===== src/verilog/serial_port_pkg.sv =====
// constants, field layouts and carrier types of the serial port status block
// ============================================================================
package serial_port_pkg;

  // ==========================================================================
  // register byte addresses on the bus
  localparam logic [4:0] ADDR_STATUS = 5'h00;
  localparam logic [4:0] ADDR_CTRL = 5'h04;
  localparam logic [4:0] ADDR_RX_DATA = 5'h08;
  localparam logic [4:0] ADDR_TX_DATA0 = 5'h0C;
  localparam logic [4:0] ADDR_TX_DATA1 = 5'h10;
  localparam logic [4:0] ADDR_TX_DATA2 = 5'h14;
  localparam logic [4:0] ADDR_TX_ADDR = 5'h18;

  // ==========================================================================
  // word formats held in the control register
  localparam logic [1:0] FMT_10_ASYNC = 2'h0;
  localparam logic [1:0] FMT_11_PARITY = 2'h1;
  localparam logic [1:0] FMT_11_MULTIDROP = 2'h2;
  localparam logic [1:0] FMT_8_SYNC = 2'h3;

  // ==========================================================================
  // timing in serial clock ticks and in bit counts
  localparam logic [4:0] ASYNC_TICKS_PER_BIT = 5'h10; // 16x oversampling
  localparam logic [4:0] SYNC_TICKS_PER_BIT = 5'h02;  // two ticks per bit
  localparam logic [4:0] ASYNC_FLAG_TICK = 5'h01;     // 2nd tick of bit 1
  localparam logic [3:0] SYNC_LOAD_BITS = 4'h2;       // load delay in bits
  localparam logic [3:0] IDLE_BITS_SHORT = 4'hA;      // ten ones
  localparam logic [3:0] IDLE_BITS_LONG = 4'hB;       // eleven ones
  localparam logic [3:0] DATA_BITS_SHORT = 4'h8;
  localparam logic [3:0] DATA_BITS_LONG = 4'h9;
  localparam logic [3:0] FRAME_BITS_SHORT = 4'hA;
  localparam logic [3:0] FRAME_BITS_LONG = 4'hB;
  localparam logic [3:0] FRAME_BITS_SYNC = 4'h8;

  // ==========================================================================
  // control register layout, high bits first
  typedef struct packed {
    logic send_break;      // [5] one-shot: send a break frame
    logic soft_reset;      // [4] one-shot: individual port reset
    logic ext_clk;         // [3] serial clock from the link pin
    logic idle_irq_enable; // [2] idle interrupt enable
    logic [1:0] fmt;       // [1:0] word format
  } ctrl_t;
  localparam int CTRL_W = 6;

  // status register layout, bit 7 first
  typedef struct packed {
    logic rx_bit8;                 // [7] received ninth bit
    logic framing_error_flag;      // [6]
    logic parity_error_flag;       // [5]
    logic overrun_flag;            // [4]
    logic idle_flag;               // [3]
    logic rx_full_flag;            // [2]
    logic tx_reg_empty_flag;       // [1]
    logic transmitter_empty_flag;  // [0]
  } status_t;

  // status reset value: both transmit flags set
  localparam status_t STATUS_RESET = 8'h03;

endpackage


===== src/verilog/serial_port_status.sv =====
// serial port status flags with a small serial engine and wishbone slave
//
// The implementer's own choices: the placing of the registers and the Wishbone interface to the registers.
`timescale 1ns/1ps

module serial_port_status
  import serial_port_pkg::*;
#(
  parameter int TICK_DIV = 8 // clk_i cycles per internal serial tick
) (
  // clock and reset
  input wire logic clk_i,
  input wire logic rst_i,
  // classic wishbone slave
  input wire logic wb_cyc_i,
  input wire logic wb_stb_i,
  input wire logic wb_we_i,
  input wire logic [4:0] wb_adr_i,
  input wire logic [3:0] wb_sel_i,
  input wire logic [31:0] wb_dat_i,
  output logic [31:0] wb_dat_o,
  output logic wb_ack_o,
  // serial link
  input wire logic rx_i,
  input wire logic sclk_i,
  output logic tx_o,
  // power control and requests
  input wire logic stop_i,
  output logic idle_irq_o
);

  // ==========================================================================
  // synchronisers for pins outside the clock domain
  logic rx_m_r, rx_s_r, sclk_m_r, sclk_s_r, sclk_d_r, stop_m_r, stop_s_r;

  // two flops on each pin, plus the previous serial clock level
  always_ff @(posedge clk_i) begin
    if (rst_i) begin
      rx_m_r <= 1'b1;
      rx_s_r <= 1'b1;
      sclk_m_r <= 1'b0;
      sclk_s_r <= 1'b0;
      sclk_d_r <= 1'b0;
      stop_m_r <= 1'b0;
      stop_s_r <= 1'b0;
    end else begin
      rx_m_r <= rx_i;
      rx_s_r <= rx_m_r;
      sclk_m_r <= sclk_i;
      sclk_s_r <= sclk_m_r;
      sclk_d_r <= sclk_s_r;
      stop_m_r <= stop_i;
      stop_s_r <= stop_m_r;
    end
  end

  // ==========================================================================
  // control register and bus slave
  ctrl_t ctrl_r, ctrl_nxt;
  logic ack_r, ack_nxt;
  logic [31:0] dat_r, dat_nxt;
  logic status_armed_r, status_armed_nxt; // status read seen
  status_t flags;                         // current flag view
  logic [7:0] rx_data_r;
  logic req, rd_status, rd_rx, wr_tx, wr_txa;
  logic flag_clr;                         // one-shot soft reset or stop

  assign req = wb_cyc_i & wb_stb_i & ~ack_r;
  assign rd_status = req & ~wb_we_i & (wb_adr_i == ADDR_STATUS);
  assign rd_rx = req & ~wb_we_i & (wb_adr_i == ADDR_RX_DATA);
  assign wr_txa = req & wb_we_i & wb_sel_i[0] & (wb_adr_i == ADDR_TX_ADDR);
  assign wr_tx = req & wb_we_i & wb_sel_i[0] &
                 ((wb_adr_i == ADDR_TX_DATA0) | (wb_adr_i == ADDR_TX_DATA1) |
                  (wb_adr_i == ADDR_TX_DATA2) | wr_txa);
  // software reset comes through the one-shot bit, stop through the synchronised stop pin
  assign flag_clr = ctrl_r.soft_reset | stop_s_r;

  // bus decode, read mux and control writes
  always_comb begin
    ctrl_nxt = ctrl_r;
    ctrl_nxt.soft_reset = 1'b0; // one-shot bits fall back
    ctrl_nxt.send_break = 1'b0;
    ack_nxt = req;
    dat_nxt = dat_r;
    status_armed_nxt = status_armed_r;
    if (req && !wb_we_i) begin
      unique case (wb_adr_i)
        ADDR_STATUS: dat_nxt = {24'h000000, flags};
        ADDR_CTRL: dat_nxt = {{(32 - CTRL_W){1'b0}}, ctrl_r};
        ADDR_RX_DATA: dat_nxt = {24'h000000, rx_data_r};
        default: dat_nxt = 32'h00000000; // unmapped reads zero
      endcase
    end
    if (req && wb_we_i && wb_sel_i[0] && wb_adr_i == ADDR_CTRL) begin
      ctrl_nxt = ctrl_t'(wb_dat_i[CTRL_W-1:0]);
    end
    // a status write lands nowhere
    if (rd_status) begin
      status_armed_nxt = 1'b1;
    end else if (rd_rx || flag_clr) begin
      status_armed_nxt = 1'b0;
    end
  end

  // bus registers
  always_ff @(posedge clk_i) begin
    if (rst_i) begin
      ctrl_r <= '0;
      ack_r <= 1'b0;
      dat_r <= 32'h00000000;
      status_armed_r <= 1'b0;
    end else begin
      ctrl_r <= ctrl_nxt;
      ack_r <= ack_nxt;
      dat_r <= dat_nxt;
      status_armed_r <= status_armed_nxt;
    end
  end

  assign wb_ack_o = ack_r;
  assign wb_dat_o = dat_r;

  // ==========================================================================
  // serial tick: internal divider or edge of the link clock
  logic [15:0] div_r, div_nxt;
  logic int_tick, tick;
  logic sync_mode, long_fmt;
  logic [4:0] tpb; // ticks per bit

  assign sync_mode = (ctrl_r.fmt == FMT_8_SYNC);
  assign long_fmt = (ctrl_r.fmt == FMT_11_PARITY) |
                    (ctrl_r.fmt == FMT_11_MULTIDROP);
  assign tpb = sync_mode ? SYNC_TICKS_PER_BIT : ASYNC_TICKS_PER_BIT;
  assign int_tick = (div_r == 16'(TICK_DIV - 1));
  // a stopped external clock gives no ticks, so all serial logic halts
  assign tick = ctrl_r.ext_clk ? (sclk_s_r & ~sclk_d_r) : int_tick;

  // divider next value
  always_comb begin
    div_nxt = int_tick ? 16'h0000 : div_r + 16'h0001;
  end

  // divider register
  always_ff @(posedge clk_i) begin
    if (rst_i) begin
      div_r <= 16'h0000;
    end else begin
      div_r <= div_nxt;
    end
  end

  // ==========================================================================
  // receiver: framing, idle detection and receive flags
  typedef enum logic [1:0] {RX_IDLE, RX_START, RX_DATA, RX_STOP} rx_st_t;
  rx_st_t rx_st_r, rx_st_nxt;
  logic [4:0] rx_tick_r, rx_tick_nxt;
  logic [3:0] rx_bit_r, rx_bit_nxt;
  logic [8:0] rx_sh_r, rx_sh_nxt;
  logic [8:0] ones_r, ones_nxt;    // ticks of ones in current bit count
  logic [3:0] ones_bits_r, ones_bits_nxt;
  status_t rxf_r, rxf_nxt;         // receive side flags live here
  logic [7:0] rx_data_nxt;
  logic idle_irq_r, idle_irq_nxt;
  logic mid_bit, bit_end, stop_ok, par_bad;

  assign mid_bit = (rx_tick_r == (tpb >> 1));
  assign bit_end = (rx_tick_r == tpb - 5'h01);
  assign stop_ok = rx_s_r;
  assign par_bad = (ctrl_r.fmt == FMT_11_PARITY) & (^rx_sh_r);

  // receiver next state
  always_comb begin
    rx_st_nxt = rx_st_r;
    rx_tick_nxt = rx_tick_r;
    rx_bit_nxt = rx_bit_r;
    rx_sh_nxt = rx_sh_r;
    ones_nxt = ones_r;
    ones_bits_nxt = ones_bits_r;
    rxf_nxt = rxf_r;
    rx_data_nxt = rx_data_r;
    // reads clear first so that a flag set by a landing byte wins
    // status read then data read clears the error flags
    if (rd_rx && status_armed_r) begin
      rxf_nxt.overrun_flag = 1'b0;
      rxf_nxt.framing_error_flag = 1'b0;
      rxf_nxt.parity_error_flag = 1'b0;
    end
    if (rd_rx) begin
      rxf_nxt.rx_full_flag = 1'b0;
    end
    if (tick) begin
      // count whole bit times of ones on the line
      if (!rx_s_r) begin
        ones_nxt = 9'h000;
        ones_bits_nxt = 4'h0;
      end else if (ones_r[4:0] == tpb - 5'h01) begin
        ones_nxt = 9'h000;
        if (ones_bits_r != 4'hF) begin
          ones_bits_nxt = ones_bits_r + 4'h1;
        end
      end else begin
        ones_nxt = ones_r + 9'h001;
      end
      if (ones_bits_nxt == (long_fmt ? IDLE_BITS_LONG : IDLE_BITS_SHORT)) begin
        rxf_nxt.idle_flag = 1'b1;
      end
      rx_tick_nxt = rx_tick_r + 5'h01;
      unique case (rx_st_r)
        RX_IDLE: begin
          rx_tick_nxt = 5'h00;
          if (!rx_s_r) begin
            rx_st_nxt = RX_START;
            rxf_nxt.idle_flag = 1'b0;
          end
        end
        RX_START: begin
          if (mid_bit) begin
            // a glitch shorter than half a bit is not a start
            rx_st_nxt = rx_s_r ? RX_IDLE : RX_DATA;
            rx_tick_nxt = 5'h00;
            rx_bit_nxt = 4'h0;
          end
        end
        RX_DATA: begin
          // count restarted mid start bit, so bit_end is mid data bit
          if (bit_end) begin
            rx_tick_nxt = 5'h00;
            rx_sh_nxt = long_fmt ? {rx_s_r, rx_sh_r[8:1]}
                                 : {1'b0, rx_s_r, rx_sh_r[7:1]};
            rx_bit_nxt = rx_bit_r + 4'h1;
            if (rx_bit_nxt ==
                (long_fmt ? DATA_BITS_LONG : DATA_BITS_SHORT)) begin
              rx_st_nxt = RX_STOP;
            end
          end
        end
        RX_STOP: begin
          // stop bit sampled in its middle
          if (bit_end) begin
            rx_st_nxt = RX_IDLE;
            if (rxf_r.rx_full_flag) begin
              // old byte kept, new one dropped
              rxf_nxt.overrun_flag = 1'b1;
              rxf_nxt.framing_error_flag = 1'b0;
              rxf_nxt.parity_error_flag = 1'b0;
            end else if (!rxf_r.framing_error_flag) begin
              // framing error blocks transfers until cleared
              rx_data_nxt = rx_sh_r[7:0];
              rxf_nxt.rx_bit8 = long_fmt & rx_sh_r[8];
              rxf_nxt.rx_full_flag = 1'b1;
              rxf_nxt.framing_error_flag = ~stop_ok;
              rxf_nxt.parity_error_flag = par_bad;
            end
          end
        end
      endcase
    end
    if (flag_clr) begin
      rxf_nxt.overrun_flag = 1'b0;
      rxf_nxt.framing_error_flag = 1'b0;
      rxf_nxt.parity_error_flag = 1'b0;
      rxf_nxt.rx_bit8 = 1'b0;
    end
    // interrupt request on the rising edge of idle
    idle_irq_nxt = ctrl_r.idle_irq_enable & rxf_nxt.idle_flag &
                   ~rxf_r.idle_flag;
  end

  // receiver registers
  always_ff @(posedge clk_i) begin
    if (rst_i) begin
      rx_st_r <= RX_IDLE;
      rx_tick_r <= 5'h00;
      rx_bit_r <= 4'h0;
      rx_sh_r <= 9'h000;
      ones_r <= 9'h000;
      ones_bits_r <= 4'h0;
      rxf_r <= '0;
      rx_data_r <= 8'h00;
      idle_irq_r <= 1'b0;
    end else begin
      rx_st_r <= rx_st_nxt;
      rx_tick_r <= rx_tick_nxt;
      rx_bit_r <= rx_bit_nxt;
      rx_sh_r <= rx_sh_nxt;
      ones_r <= ones_nxt;
      ones_bits_r <= ones_bits_nxt;
      rxf_r <= rxf_nxt;
      rx_data_r <= rx_data_nxt;
      idle_irq_r <= idle_irq_nxt;
    end
  end

  assign idle_irq_o = idle_irq_r;

  // ==========================================================================
  // transmitter: holding register, shifter and empty flags
  typedef enum logic [1:0] {TX_IDLE, TX_LOAD, TX_SEND} tx_st_t;
  tx_st_t tx_st_r, tx_st_nxt;
  logic [8:0] tx_hold_r, tx_hold_nxt; // bit 8 marks an address word
  logic [10:0] tx_sh_r, tx_sh_nxt;
  logic [4:0] tx_tick_r, tx_tick_nxt;
  logic [3:0] tx_bit_r, tx_bit_nxt;
  logic [3:0] tx_wait_r, tx_wait_nxt;
  logic tx_reg_empty_flag_r, tx_reg_empty_flag_nxt, transmitter_empty_flag_r, transmitter_empty_flag_nxt, brk_r, brk_nxt, tx_r, tx_nxt;
  logic [3:0] frame_bits;
  logic flag_point;

  assign frame_bits = sync_mode ? FRAME_BITS_SYNC :
                      long_fmt ? FRAME_BITS_LONG : FRAME_BITS_SHORT;
  // async: two oversample ticks into the first data bit
  // sync: middle of the second bit
  assign flag_point = (tx_bit_r == 4'h1) &&
                      (tx_tick_r == (sync_mode ? (tpb >> 1)
                                               : ASYNC_FLAG_TICK));

  // transmitter next state
  always_comb begin
    tx_st_nxt = tx_st_r;
    tx_hold_nxt = tx_hold_r;
    tx_sh_nxt = tx_sh_r;
    tx_tick_nxt = tx_tick_r;
    tx_bit_nxt = tx_bit_r;
    tx_wait_nxt = tx_wait_r;
    tx_reg_empty_flag_nxt = tx_reg_empty_flag_r;
    brk_nxt = brk_r | ctrl_r.send_break;
    tx_nxt = tx_r;
    if (tick) begin
      unique case (tx_st_r)
        TX_IDLE: begin
          tx_nxt = 1'b1; // line idles high
          if (!tx_reg_empty_flag_r || brk_r) begin
            tx_st_nxt = sync_mode ? TX_LOAD : TX_SEND;
            tx_wait_nxt = 4'h0;
            tx_tick_nxt = 5'h00;
            tx_bit_nxt = 4'h0;
            if (brk_r) begin
              tx_sh_nxt = 11'h000; // a break frame is all zeros
              brk_nxt = 1'b0;
            end else if (sync_mode) begin
              tx_sh_nxt = {3'h0, tx_hold_r[7:0]};
            end else if (ctrl_r.fmt == FMT_11_PARITY) begin
              tx_sh_nxt = {1'b1, ^tx_hold_r[7:0], tx_hold_r[7:0], 1'b0};
            end else if (long_fmt) begin
              tx_sh_nxt = {1'b1, tx_hold_r[8], tx_hold_r[7:0], 1'b0};
            end else begin
              tx_sh_nxt = {2'h3, tx_hold_r[7:0], 1'b0};
            end
          end
        end
        TX_LOAD: begin
          // synchronous mode waits two bit times before shifting out the loaded word
          tx_tick_nxt = tx_tick_r + 5'h01;
          if (tx_tick_r == tpb - 5'h01) begin
            tx_tick_nxt = 5'h00;
            tx_wait_nxt = tx_wait_r + 4'h1;
            if (tx_wait_r == SYNC_LOAD_BITS - 4'h1) begin
              tx_st_nxt = TX_SEND;
            end
          end
        end
        TX_SEND: begin
          tx_nxt = tx_sh_r[0];
          tx_tick_nxt = tx_tick_r + 5'h01;
          if (flag_point && !brk_r) begin
            tx_reg_empty_flag_nxt = 1'b1;
          end
          if (tx_tick_r == tpb - 5'h01) begin
            tx_tick_nxt = 5'h00;
            tx_sh_nxt = {1'b1, tx_sh_r[10:1]};
            tx_bit_nxt = tx_bit_r + 4'h1;
            if (tx_bit_r == frame_bits - 4'h1) begin
              tx_st_nxt = TX_IDLE;
            end
          end
        end
        // the unused state code falls back to idle
        default: tx_st_nxt = TX_IDLE;
      endcase
    end
    // a write fills the holding register and clears the flag
    if (wr_tx) begin
      tx_hold_nxt = {wr_txa, wb_dat_i[7:0]};
      tx_reg_empty_flag_nxt = 1'b0;
    end
    if (flag_clr) begin
      tx_reg_empty_flag_nxt = 1'b1;
    end
    // empty only with no frame in flight and nothing held
    // so a write while empty is the very next frame sent
    transmitter_empty_flag_nxt = (tx_st_nxt == TX_IDLE) & tx_reg_empty_flag_nxt & ~brk_nxt;
  end

  // transmitter registers
  always_ff @(posedge clk_i) begin
    if (rst_i) begin
      tx_st_r <= TX_IDLE;
      tx_hold_r <= 9'h000;
      tx_sh_r <= 11'h7FF;
      tx_tick_r <= 5'h00;
      tx_bit_r <= 4'h0;
      tx_wait_r <= 4'h0;
      tx_reg_empty_flag_r <= STATUS_RESET.tx_reg_empty_flag;
      transmitter_empty_flag_r <= STATUS_RESET.transmitter_empty_flag;
      brk_r <= 1'b0;
      tx_r <= 1'b1;
    end else begin
      tx_st_r <= tx_st_nxt;
      tx_hold_r <= tx_hold_nxt;
      tx_sh_r <= tx_sh_nxt;
      tx_tick_r <= tx_tick_nxt;
      tx_bit_r <= tx_bit_nxt;
      tx_wait_r <= tx_wait_nxt;
      tx_reg_empty_flag_r <= tx_reg_empty_flag_nxt;
      transmitter_empty_flag_r <= transmitter_empty_flag_nxt;
      brk_r <= brk_nxt;
      tx_r <= tx_nxt;
    end
  end

  assign tx_o = tx_r;

  // ==========================================================================
  // status view gathered from both halves
  always_comb begin
    flags = rxf_r;
    flags.tx_reg_empty_flag = tx_reg_empty_flag_r;
    flags.transmitter_empty_flag = transmitter_empty_flag_r;
  end

endmodule


===== config.mk =====
export PLATFORM = sky130hd
export DESIGN_NAME = serial_port_status
export DESIGN_NICKNAME = d
export VERILOG_FILES = /design/src/verilog/serial_port_pkg.sv /design/src/verilog/serial_port_status.sv
export SDC_FILE = /design/constraint.sdc
export NUM_CORES = 1
export LEC_CHECK = 0
export ABC_CLOCK_PERIOD_IN_PS = 3100
export BUFFER_PORTS_ARGS = -buffer_cell sky130_fd_sc_hd__buf_2
export CELL_PAD_IN_SITES_DETAIL_PLACEMENT = 0
export CELL_PAD_IN_SITES_GLOBAL_PLACEMENT = 1
export CORE_AREA = 2 2 120 122
export CTS_BUF_LIST = sky130_fd_sc_hd__clkbuf_8
export CTS_CLUSTER_SIZE = 8
export DETAILED_ROUTE_END_ITERATION = 7
export DIE_AREA = 0 0 122 124
export GPL_ROUTABILITY_DRIVEN = 0
export MAX_ROUTING_LAYER = met4
export PLACE_DENSITY = 0.82
export SETUP_SLACK_MARGIN = 0.5
export SLEW_MARGIN = 20
export SYNTH_ARGS = -nofsm -noshare
export SYNTH_HDL_FRONTEND = slang
export SYNTH_SLANG_ARGS = --single-unit

===== constraint.sdc =====
create_clock -name clk_i -period 3.1 [get_ports clk_i]
set_input_delay 0.465 -clock clk_i [delete_from_list [all_inputs] [get_ports clk_i]]
set_output_delay 0.465 -clock clk_i [all_outputs]
set_load 0.05 [all_outputs]

# Yosys cells after proc, flatten, opt, wreduce, memory -nomap -nowiden
# Cells that the tools add are included.
[word_totals]
input_bits = 49
wordCells = 227
out_inout_bits = 35
register_bits = 150
[op_classes]
eq_ne = 34
n_reduce_logical = 35
bitwise_logic = 31
addsub = 10
n_mux = 77
[op_table]
columns = ["operator", "count"]
rows = [
  ["11-bit two-way mux", 4],
  ["4-bit two-way mux", 10],
  ["2-bit two-way mux", 16],
  ["5-bit two-way mux", 6],
  ["9-bit two-way mux", 3],
  ["4-bit case mux with 2 select lines", 3],
  ["8-bit case mux with 3 select lines", 1],
  ["1-bit two-way mux", 23],
  ["11-bit case mux with 2 select lines", 1],
  ["10-bit two-way mux", 2],
  ["16-bit by 1-bit adder with 16-bit output (second input constant)", 1],
  ["4-bit by 1-bit adder with 4-bit output (second input constant)", 4],
  ["1-bit AND", 16],
  ["16-bit by 3-bit == test with 1-bit output (second input constant)", 1],
  ["2-bit != test (second input constant)", 8],
  ["5-bit == test", 3],
  ["5-bit == test (second input constant)", 3],
  ["5-bit case mux with 3 select lines", 1],
  ["4-bit == test", 3],
  ["4-bit AND reduction", 3],
  ["5-bit by 1-bit adder with 5-bit output (second input constant)", 2],
  ["2-bit == test (second input constant)", 5],
  ["5-bit by 4-bit == test with 1-bit output", 2],
  ["5-bit by 4-bit == test with 1-bit output (second input constant)", 2],
  ["other kinds (27)", 64],
]

# Depth between registers and ports, before layout
# Gate-level depths: netlist (run 1).
[depth]
depth_word = 14
mapped_depth = 9
depth_no_buf = 8

# Worst setup path before layout (run 1)
# Ideal clock, no wire load.
[synth_timing]
kind = "flip-flop to flip-flop"
from = "reg div_r[0]"
to = "reg tx_tick_r[3]"
required_time_ns = 3.030
stages_incl_launch_ff = 10
period_less_slack_ns = 2.327
path_buffers = 2
setup_time_ns = 0.070
setup_slack_ns = 0.773
t_arrival_ns = 2.257
path_cell_list = "dfxtp_1 ha_1 and4bb_2 nand4_1 and2_1 buf_6 or3_1 buf_2 or4_1 a21oi_1"
[synth_between]
elab_chain_len = 3
[synth_rtl]
columns = ["element", "line_no", "rtl"]
rows = [
  ["start: declaration", "serial_port_status.sv:125", "logic [15:0] div_r, div_nxt;"],
  ["start signal: assignment", "serial_port_status.sv:148", "div_r <= div_nxt;"],
  ["16-bit by 3-bit == test with 1-bit output", "serial_port_status.sv:134", "assign int_tick = (div_r == 16'(TICK_DIV - 1));"],
  ["1-bit two-way mux", "serial_port_status.sv:136", "assign tick = ctrl_r.ext_clk ? (sclk_s_r & ~sclk_d_r) : int_tick;"],
  ["3-bit AND reduction (no line)", "-", ""],
  ["end signal: assignment", "serial_port_status.sv:411", "tx_tick_r <= tx_tick_nxt;"],
  ["end: declaration", "serial_port_status.sv:302", "logic [4:0] tx_tick_r, tx_tick_nxt;"],
]
# No other way between the ends.
# A chain may end at the register's enable or synchronous reset.

# Worst setup path in the final report (run 1)
[layout_timing]
from = "reg div_r[0]"
to = "reg tx_tick_r[4]"
# Same word-level chain as after synthesis.

==> metrics, run 1 <==
WP data arrival=roughly 2.8 ns; first drt pass iteration count=5; initial drt markers=300; period utilization=77.68%; post-cts hold buffer count=0; flip-flop and latch area=approximately 2400 sq um; fmax=between 400 and 500 MHz; vias in the first global route=4679; asr flop ratio synth=0%; HPWL after DPL=~9400 um; type of the worst min-delay path=input port to flip-flop; Setup TNS=0 ns; Crit. End Element=flip-flop; WL per Instance=14.71 um; Core Region=13720 sq um; Hold Crit Endpoint=rx_m_r; capture point of the worst reg-to-reg path=tx_tick_r[4]; placement-stage cell area=about 6300 sq um; Slew Limit Fails=0; post-layout instance area=6875 sq um; WP data required=3.46 ns; Slew HR=roughly two fifths; Root Driver=clkbuf_8; sw frac=roughly a quarter; WHS=0.2106 ns; Final min period=2.408 ns; initial antenna violation count=0; I/O pins=84; Yosys Warn Count=0; Filler cells=1330; critical path startpoint category=flip-flop; Rows=43; Comb pwr share=5.6%; crit path max fanout=10; post-synthesis sequential area ratio=40.16%; Routed Antenna Nets=0; sw power=846.1 uW; Max Cap Viol=0; clk sinks=122; distinct cell type count after synthesis=64; RSZ-0062 raised after global routing=false; Reg clk slew, reported paths=0.08 ns; R2R depth=7; via count=4951; Pint=2453 uW; H-tree Lvls=4; Leak=0.002675 uW; Worst Hold Launch=rx_i; pin count of the biggest net entering global routing=82; RR Startpoint=div_r[0]; GRT Residual Overflow=0; Syn-to-layout area delta=13.07%; Post-synth EDFFs=0; hold depth=2; PwrDens=479.8 nW/um^2; Remaining DRCs=0; Worst Clk Skew=between 0.01 and 0.015 ns; first-pass GRT wire length=22430 um; Slew @ Worst Pin=0.8932 ns; initial cell density of the core=44.32%; Mean Syn Cell Area=8.890 sq um; sequential share of power=a little under 50%; maximum clock insertion buffer count=2; diodes inserted=0; endpoints failing hold=0; area of the multi-input gates=3415 sq um; final setup fails=0; CP Class=flip-flop to flip-flop; status=finished, final reports clean; Total GRT Usage=19.30%; post-layout util=~50%; Detailed Route WL=13430 um; mapped cell area=6081 sq um; layout cell share with drive strength beyond 1=15.14%; worst reg2reg setup slack=slightly below 0.7 ns; dominant synthesized flop cell=dfxtp_1; Die Y=124 um; CTS Buf Count=17; CTS tree=yes; VDD IR max=0.3046 mV; # port buffers=32; flops & latches, synth=between 100 and 150; Final nets=787; worst skew pair latency=0.44 ns; Die Width=122 um; Via density=around 5.4; Clk pwr share=46.3%; die area=15130 sq um; Post-Syn Instances=684
-- synth_stat cells (17+ instances only) --
library cell | n | area, sq um
a21oi_1 | 27 | 135.1
a22oi_1 | 19 | 142.6
buf_4 | 24 | 180.2
clkbuf_1 | 23 | 86.33
dfxtp_1 | 122 | 2442
ha_1 | 18 | 225.2
inv_1 | 17 | 63.81
mux2i_1 | 38 | 380.4
nand2_1 | 40 | 150.1
nand3_1 | 22 | 110.1
nor2_1 | 100 | 375.4
xnor2_1 | 26 | 227.7
-- what timing repair did --
| action | CTS | global route |
|---|---|---|
| setup buffers | 2 | 2 |
| resized for setup | 5 | 7 |
| pin swaps | 1 | 2 |
| setup endpoints to repair | 26 | 31 |
-- cell families after synthesis --
family	Yosys count	share of synthesized area [%]
mux	52	8.848
xor+xnor	43	6.420
other cells	1	0.06167
compound gates	112	12.41
flops	122	40.16
fa+ha+maj	18	3.704
simple gates	265	22.35
buf+inv	71	6.049
-- power by group through the flow --
stage / clock (uW) / combinational [uW] / sequential (uW)
floorplan: 0 / 146 / 1640
global placement: 0 / 182 / 1620
detailed placement: 0 / 184 / 1630
CTS: 1570 / 184 / 1590
global route: 1630 / 199 / 1590
finish: 1530 / 184 / 1590
-- metrics by stage --
stage | cells | setup WS [ns] | power, uW
6_report | 913 | 0.6919 | 3299
4_1_cts | 911 | 0.5055 | 3338
5_1_grt | 913 | 0.5166 | 3416
3_5_place_dp | 877 | 0.3928 | 1809
3_3_place_gp | 877 | 0.4736 | 1807
2_1_floorplan | 707 | 0.7727 | 1788
-- layer usage --
metal  share of wire (%)  vias to the layer above  global-route usage, %  wire length (um)
li1                    -                     2463                      -                 -
met1                  46                     2360                  23.33              6126
met2                  49                      107                  30.87              6577
met3                 3.4                       21                  3.755               452
met4                 2.0                        0                  9.698               270
met5                   0                        -                      -                 0
-- registers in the layout, summed over array words and instances (netlist names), 2 cells and up, named ones only --
signal       flops
ctrl_r           6
div_r           16
flags            6
ones_bits_r      4
ones_r           5
rx_bit_r         4
rx_data_r        8
rx_sh_r          9
rx_tick_r        5
tx_bit_r         4
tx_hold_r        9
tx_sh_r         11
tx_st_r          2
tx_tick_r        5
tx_wait_r        4
wb_dat_o         8
-- cells in the final DEF (no fill, tap or decap), drive strengths merged, types with 10 or more instances in the layout --
master,instances
and3,11
mux2,14
nand3,22
conb,24
o211ai,12
clkbuf,18
nor2,102
xnor2,26
nand2,40
nand4,14
mux2i,38
a211oi,15
a22oi,19
dfxtp,122
inv,22
o21ai,16
nand2b,10
a21oi,28
ha,18
buf,47
xor2,16
-- worst max-delay path, stage by stage, from the launching register on --
cell,delay [ns]
dfxtp_1,0.37
ha_1,0.21
and4bb_2,0.26
nand4_1,0.14
and2_1,0.24
or3_4,0.43
or4_1,0.51
a21oi_1,0.17
-- final cells by class --
type                       instances  area share, %
clock buffer                      18          3.603
inverter                          18         0.9827
timing repair buffer              47          4.204
clock inverter                    14          2.712
multi-input combinational        514          49.66
sequential                       122          35.56
tap                              180          3.276
-- how the worst max path moves through the flow --
| stage | start | slack [ns] | end | depth (start not counted) |
|---|---|---|---|---|
| 5_1_grt | ctrl_r[0] | 0.52 | rx_bit_r[0] | 8 |
| 3_3_place_gp | ctrl_r[0] | 0.47 | rx_bit_r[2] | 7 |
| 6_report | div_r[0] | 0.69 | tx_tick_r[4] | 7 |
| 3_5_place_dp | ctrl_r[0] | 0.39 | rx_bit_r[2] | 7 |
| 2_1_floorplan | div_r[0] | 0.77 | tx_tick_r[3] | 9 |
| 4_1_cts | ctrl_r[0] | 0.51 | rx_sh_r[0] | 7 |
Note: power is estimated with default switching activity, not from simulation.
==> run 2: changes to the inputs <==
ABC_AREA = 1   (was not set)
ABC_CLOCK_PERIOD_IN_PS = 2500   (was 3100)
CORE_AREA = 2 2 125 127   (was 2 2 120 122)
DIE_AREA = 0 0 127 129   (was 0 0 122 124)
PLACE_DENSITY = 0.83   (was 0.82)
clock period = 2.5 ns   (was 3.1 ns; I/O delays follow)
==> metrics, run 2 <==
status=finished, final reports clean; count leader, synth=nand2_1; final setup margin=0.6322 ns (-0.05978 ns); pin count of the biggest net entering global routing=48 (-41%); initial drt markers=390 (+30%); WP data required=2.84 ns (-0.62 ns); Synth top area share=38.56% (-1.6 points); Max Cap Viol=0 (unchanged); Most flops, register=div_r; initial cell density of the core=42.29% (-2.0 points); first drt pass iteration count=6 (+1); Detailed Route WL=15180 um (+13%); RSZ-0062 raised after global routing=false; CP Class=flip-flop to flip-flop; Setup TNS=0 ns (unchanged); CP peak stage delay=0.34 ns (-0.17 ns); VDD IR max=0.3067 mV (+0.69%); dominant cell type by area after synthesis=dfxtp_1; Crit. End Element=flip-flop; Top cell by count, worst path=nand2_4; GRT Residual Overflow=0 (unchanged); mapped cell area=6334 sq um (+4.2%); Final min period=1.868 ns (-0.5402 ns); CTS Buf Count=17 (unchanged); most frequent cells in the layout=nand2_1, nor2_1, dfxtp_1, inv_1, a21oi_1; final setup fails=0 (unchanged); endpoints failing hold=0 (unchanged); first-pass GRT wire length=25300 um (+13%); Reg clk slew, reported paths=0.08 ns (about the same); vias in the first global route=5280 (+13%); Rows=45 (+4.7%); worst slack, placed=0.3484 ns (-0.04447 ns); Remaining DRCs=0 (unchanged); Core Region=14980 sq um (+9.2%); flops & latches, synth=122 (unchanged); clk sinks=122 (unchanged); critical path startpoint category=flip-flop; Root Driver=clkbuf_8; most common cell after layout, fill and taps aside=nand2_1; HPWL after DPL=10860 um (+15%); Routed Antenna Nets=0 (unchanged); Die Y=129 um (+4.0%); fmax=535.4 MHz (+29%); Yosys Warn Count=0 (unchanged); distinct cell type count after synthesis=45 (-30%); Total GRT Usage=19.98% (+0.68 points); PwrDens=568.3 nW/um^2 (+18%); flip-flop and latch area=2447 sq um (+0.10%); Slew HR=61.56% (+21 points); Syn-to-layout area delta=15.76%; Post-synth EDFFs=0 (unchanged); type of the worst min-delay path=input port to flip-flop; layout cell share with drive strength beyond 1=13.45% (-1.7 points); dominant synthesized flop cell=dfxtp_1; Worst Clk Skew=0.009317 ns (-0.002676 ns); initial antenna violation count=0 (unchanged); Die Width=127 um (+4.1%); post-cts hold buffer count=0 (unchanged); Synth top cells by count=nand2_1, nor2_1, dfxtp_1; I/O pins=84 (unchanged); Leak=0.003152 uW (+18%); crit-path leading delay family=simple AND/OR/NAND/NOR gates; Via density=4.935 (-9.0%); Post-Syn Instances=929 (+36%); asr flop ratio synth=0% (unchanged); synth top area cells=dfxtp_1, nand2_1, nor2_1, inv_1, a21oi_1; CP bufs+invs=2 (+2); CP Cell Sequence=ha_2 > nand3_1 > nor2_2 > nand3_2 > nand2_4 > inv_4 > nor2_4 > nand2_4 > buf_4 > a21oi_1 > o21ai_0; slowest CP cell=dfxtp_2; area of the multi-input gates=3425 sq um (+0.29%); WL per Instance=12.90 um (-12%); Final nets=1043 (+33%); worst skew pair latency=0.46 ns (+0.02 ns); Filler cells=1559 (+17%); # port buffers=32 (unchanged); WP data arrival=2.21 ns (-0.56 ns); die area=16380 sq um (+8.3%); CTS tree=yes; Slew Limit Fails=0 (unchanged); max reg flops=16 (unchanged); post-synthesis sequential area ratio=38.56% (-1.6 points); period utilization=74.71% (-3.0 points); largest registers=div_r (16), tx_sh_r (11); Mean Syn Cell Area=6.818 sq um (-23%); via count=5808 (+17%); Slew @ Worst Pin=0.5760 ns (-0.3172 ns); crit path max fanout=7 (-3); H-tree Lvls=4 (unchanged); diodes inserted=0 (unchanged); maximum clock insertion buffer count=2 (unchanged)
[run 2: changes by cell type after synthesis, moves of 38 or more]
cell	change
a21oi_1	+45
inv_1	+90
mux2i_1	-38
nand2_1	+151
nor2_1	+42
o21ai_0	+49
[run 2: cell type report]
class	count	share of cell area [%]
clock buffer	17	3.191
clock inverter	15	2.918
inverter	114	5.973
multi-input combinational	669	46.71
sequential	122	33.38
tap	188	3.208
timing repair buffer	52	4.625
[run 2: cells by family after synthesis]
| logic type | synth area share, % |
|---|---|
| xor+xnor | 3.181 |
| simple gates | 28.94 |
| compound gates | 14.40 |
| fa+ha+maj | 3.556 |
| flops | 38.56 |
| buf+inv | 11.30 |
| other cells | 0.05921 |
[run 2: repair_timing]
action | 4_1_cts | 5_1_grt
resized for setup | 10 | 36
setup endpoints to repair | 49 | 59
gates cloned | 1 | 0
buffers inserted | 1 | 3
pin swaps | 2 | 6
[run 2: metal layers]
| metal | wire length [um] | track usage [%] | share of wire, % | up-vias |
|---|---|---|---|---|
| met5 | 0 | - | 0 | - |
| met2 | 7077 | 31.28 | 47 | 89 |
| met1 | 7377 | 25.69 | 49 | 2650 |
| met3 | 519 | 4.116 | 3.4 | 21 |
| li1 | - | - | - | 3048 |
| met4 | 210 | 7.175 | 1.4 | 0 |
[run 2: where the power goes]
group	internal, uW	total [uW]	switching, uW
Clock	1100	1990	886
Sequential	1950	1960	9.30
Combinational	45.6	213	167
[run 2: worst paths after layout]
check | cells past startpoint | slack, ns | to | from
max reg2reg | 11 | 0.63 | tx_sh_r[9] | div_r[0]
min | 2 | 0.10 | rx_m_r | rx_i
min reg2reg | 2 | 0.41 | stop_s_r | stop_m_r
max | 11 | 0.63 | tx_sh_r[9] | div_r[0]
[run 2: through the flow]
stage	cells	hold slack [ns]	power (uW)	util (%)	instance area [sq um]
floorplan	952	0.3883	2191	-	6420
global placement	1140	0.4001	2219	44.39	6648
detailed placement	1140	0.3988	2219	44.39	6648
CTS	1174	0.07371	4212	47.82	7162
global route	1177	0.07883	4317	48.96	7332
finish	1177	0.1013	4167	48.96	7332
==> run 3: changes to the inputs <==
ABC_AREA = 0   (was 1)
ABC_CLOCK_PERIOD_IN_PS = 1580   (was 2500)
PLACE_DENSITY = 0.8   (was 0.83)
clock period = 1.58 ns   (was 2.5 ns; I/O delays follow)
==> metrics, run 3 (synthesis gave the netlist of run 1 again) <==
sw frac=24.99% (-0.52 points); post-layout util=60.71% (+12 points); vias in the first global route=5592 (+5.9%); worst skew pair latency=0.45 ns (about the same); most frequent cells in the layout=buf_4, dfxtp_1, nor2_1, mux2i_1, buf_6; clk sinks=122 (unchanged); slowest CP cell=or4b_1; Rows=45 (unchanged); violated checks=negative setup slack; WP data arrival=2.56 ns (+0.35 ns); sw power=1689 uW (+59%); most common cell after layout, fill and taps aside=buf_4; initial antenna violation count=0 (unchanged); Critical path origin=ctrl_r[0]; HPWL after DPL=10540 um (-2.9%); Leak=0.003671 uW (+16%); status=finished with violations; post-layout instance area=9092 sq um (+24%); largest registers=div_r (16), tx_sh_r (11); # port buffers=32 (unchanged); Detailed Route WL=17200 um (+13%); Worst Hold Launch=wb_dat_i[7]; Comb pwr share=7.8% (+2.7 points); endpoints failing hold=0 (unchanged); maximum clock insertion buffer count=2 (unchanged); fmax=448.3 MHz (-16%); final setup fails=74 (+74); placement-stage cell area=7396 sq um (+11%); Slew Limit Fails=0 (unchanged); Worst Clk Skew=0.009785 ns (+0.0004679 ns); I/O pins=84 (unchanged); Root Driver=clkbuf_8; CTS tree=yes; pin count of the biggest net entering global routing=59 (+23%); CP Class=flip-flop to flip-flop; Total GRT Usage=21.16% (+1.2 points); layout cell share with drive strength beyond 1=43.03% (+30 points); CP bufs+invs=1 (-1); CTS Buf Count=17 (unchanged); WP data required=1.91 ns (-0.93 ns); Final min period=2.231 ns (+0.3628 ns); Remaining DRCs=0 (unchanged); PwrDens=743.4 nW/um^2 (+31%); final setup margin=-0.6507 ns (-1.283 ns); period utilization=141.2% (+66 points); crit-path leading delay family=simple AND/OR/NAND/NOR gates; GRT Residual Overflow=0 (unchanged); initial cell density of the core=40.60% (-1.7 points); VDD IR max=0.7635 mV (+150%); via count=5716 (-1.6%); Die Y=129 um (unchanged); WL per Instance=15.96 um (+24%); RSZ-0062 raised after global routing=true; Syn-to-layout area delta=49.53%; Final nets=944 (-9.5%); Via density=5.302 (+7.5%); die area=16380 sq um (unchanged); type of the worst min-delay path=input port to flip-flop; RR Startpoint=ctrl_r[0]; CP Cell Sequence=ha_4 > or4b_1 > a211o_1 > buf_6 > nor2_4 > and4_4 > mux2i_1 > nor2_1; crit path max fanout=6 (-1); Filler cells=1171 (-25%); initial drt markers=353 (-9.5%); Die Width=127 um (unchanged); Pint=5070 uW (+63%); Crit. End Element=flip-flop; max reg flops=16 (unchanged); first-pass GRT wire length=27100 um (+7.1%); diodes inserted=0 (unchanged); Routed Antenna Nets=0 (unchanged); H-tree Lvls=4 (unchanged); first drt pass iteration count=5 (-1); Most flops, register=div_r; Max Cap Viol=0 (unchanged); critical path startpoint category=flip-flop; sequential share of power=46.2% (-0.9 points); Reg clk slew, reported paths=0.08 ns (about the same); CP peak stage delay=0.43 ns (+0.09 ns); Clk pwr share=45.9% (-1.9 points); Core Region=14980 sq um (unchanged)
[run 3: cell types whose count changed in the layout (fill, tap and decap cells not counted), moves of 31 or more]
cell | before | now
nand2_1 | 190 | 25
buf_4 | 17 | 121
inv_1 | 106 | 18
o21ai_0 | 62 | 3
a21oi_1 | 71 | 16
nor2_1 | 136 | 85
nand3_1 | 51 | 11
mux2i_1 | 0 | 38
buf_6 | 1 | 32
[run 3: worst register-to-register path: cells and delay by family (launching register included)]
kind | cells | cell delay [ns]
and+or+nand+nor | 4 | 0.92
DFF | 1 | 0.36
AOI/OAI and AO/OA | 1 | 0.31
muxes | 1 | 0.24
adders and majority gates | 1 | 0.14
buffers and inverters | 1 | 0.13
[run 3: path summary, 6_finish.rpt]
kind	depth (start not counted)	slack, ns	endpoint
worst max register to register	8	-0.65	rx_data_r[2]
worst max-delay path	8	-0.65	rx_data_r[2]
worst min register to register	1	0.41	rx_s_r
worst min-delay path	3	0.03	tx_hold_r[7]
[run 3: final cells by class]
class	instances	area, sq um	area share (%)
Multi-Input combinational cell	517	4070	44.76
Sequential cell	122	2474	27.21
Timing Repair Buffer	201	1809	19.90
Clock buffer	19	261.5	2.876
Tap cell	188	235.2	2.587
Clock inverter	13	175.2	1.927
Inverter	18	67.56	0.7431
[run 3: through the flow]
| stage | cells | setup TNS (ns) | setup WS (ns) | total power [uW] | hold slack (ns) |
|---|---|---|---|---|---|
| detailed placement | 986 | -35.34 | -0.7182 | 3603 | 0.3929 |
| CTS | 1063 | -34.95 | -0.6275 | 6756 | 0.004281 |
| floorplan | 707 | -21.36 | -0.6482 | 3534 | 0.3408 |
| global route | 1078 | -43.83 | -0.7318 | 6953 | 0.03839 |
| finish | 1078 | -36.35 | -0.6507 | 6759 | 0.03402 |
| global placement | 986 | -32.66 | -0.6534 | 3596 | 0.3929 |
[run 3: power by group through the flow]
stage	sequential, uW	clock [uW]	combinational, uW
final	3120	3100	530
after global routing	3130	3270	560
after CTS	3130	3140	495
after detailed placement	3190	0	414
after global placement	3190	0	408
after floorplan	3230	0	308
[run 3: routing by layer]
layer / up-vias / GRT usage (%) / share of wire [%]
met5: - / - / 0
met4: 0 / 8.274 / 1.7
met3: 34 / 4.449 / 4.0
met2: 133 / 34.82 / 51
met1: 2765 / 25.50 / 44
li1: 2784 / - / -
[run 3: repair_timing]
action,4_1_cts,5_1_grt
endpoints found under the hold margin,3,0
pin swaps,52,48
setup buffers,36,14
gates cloned,6,1
resized for setup,146,61
hold buffers,3,0
endpoints found under the setup margin,124,124
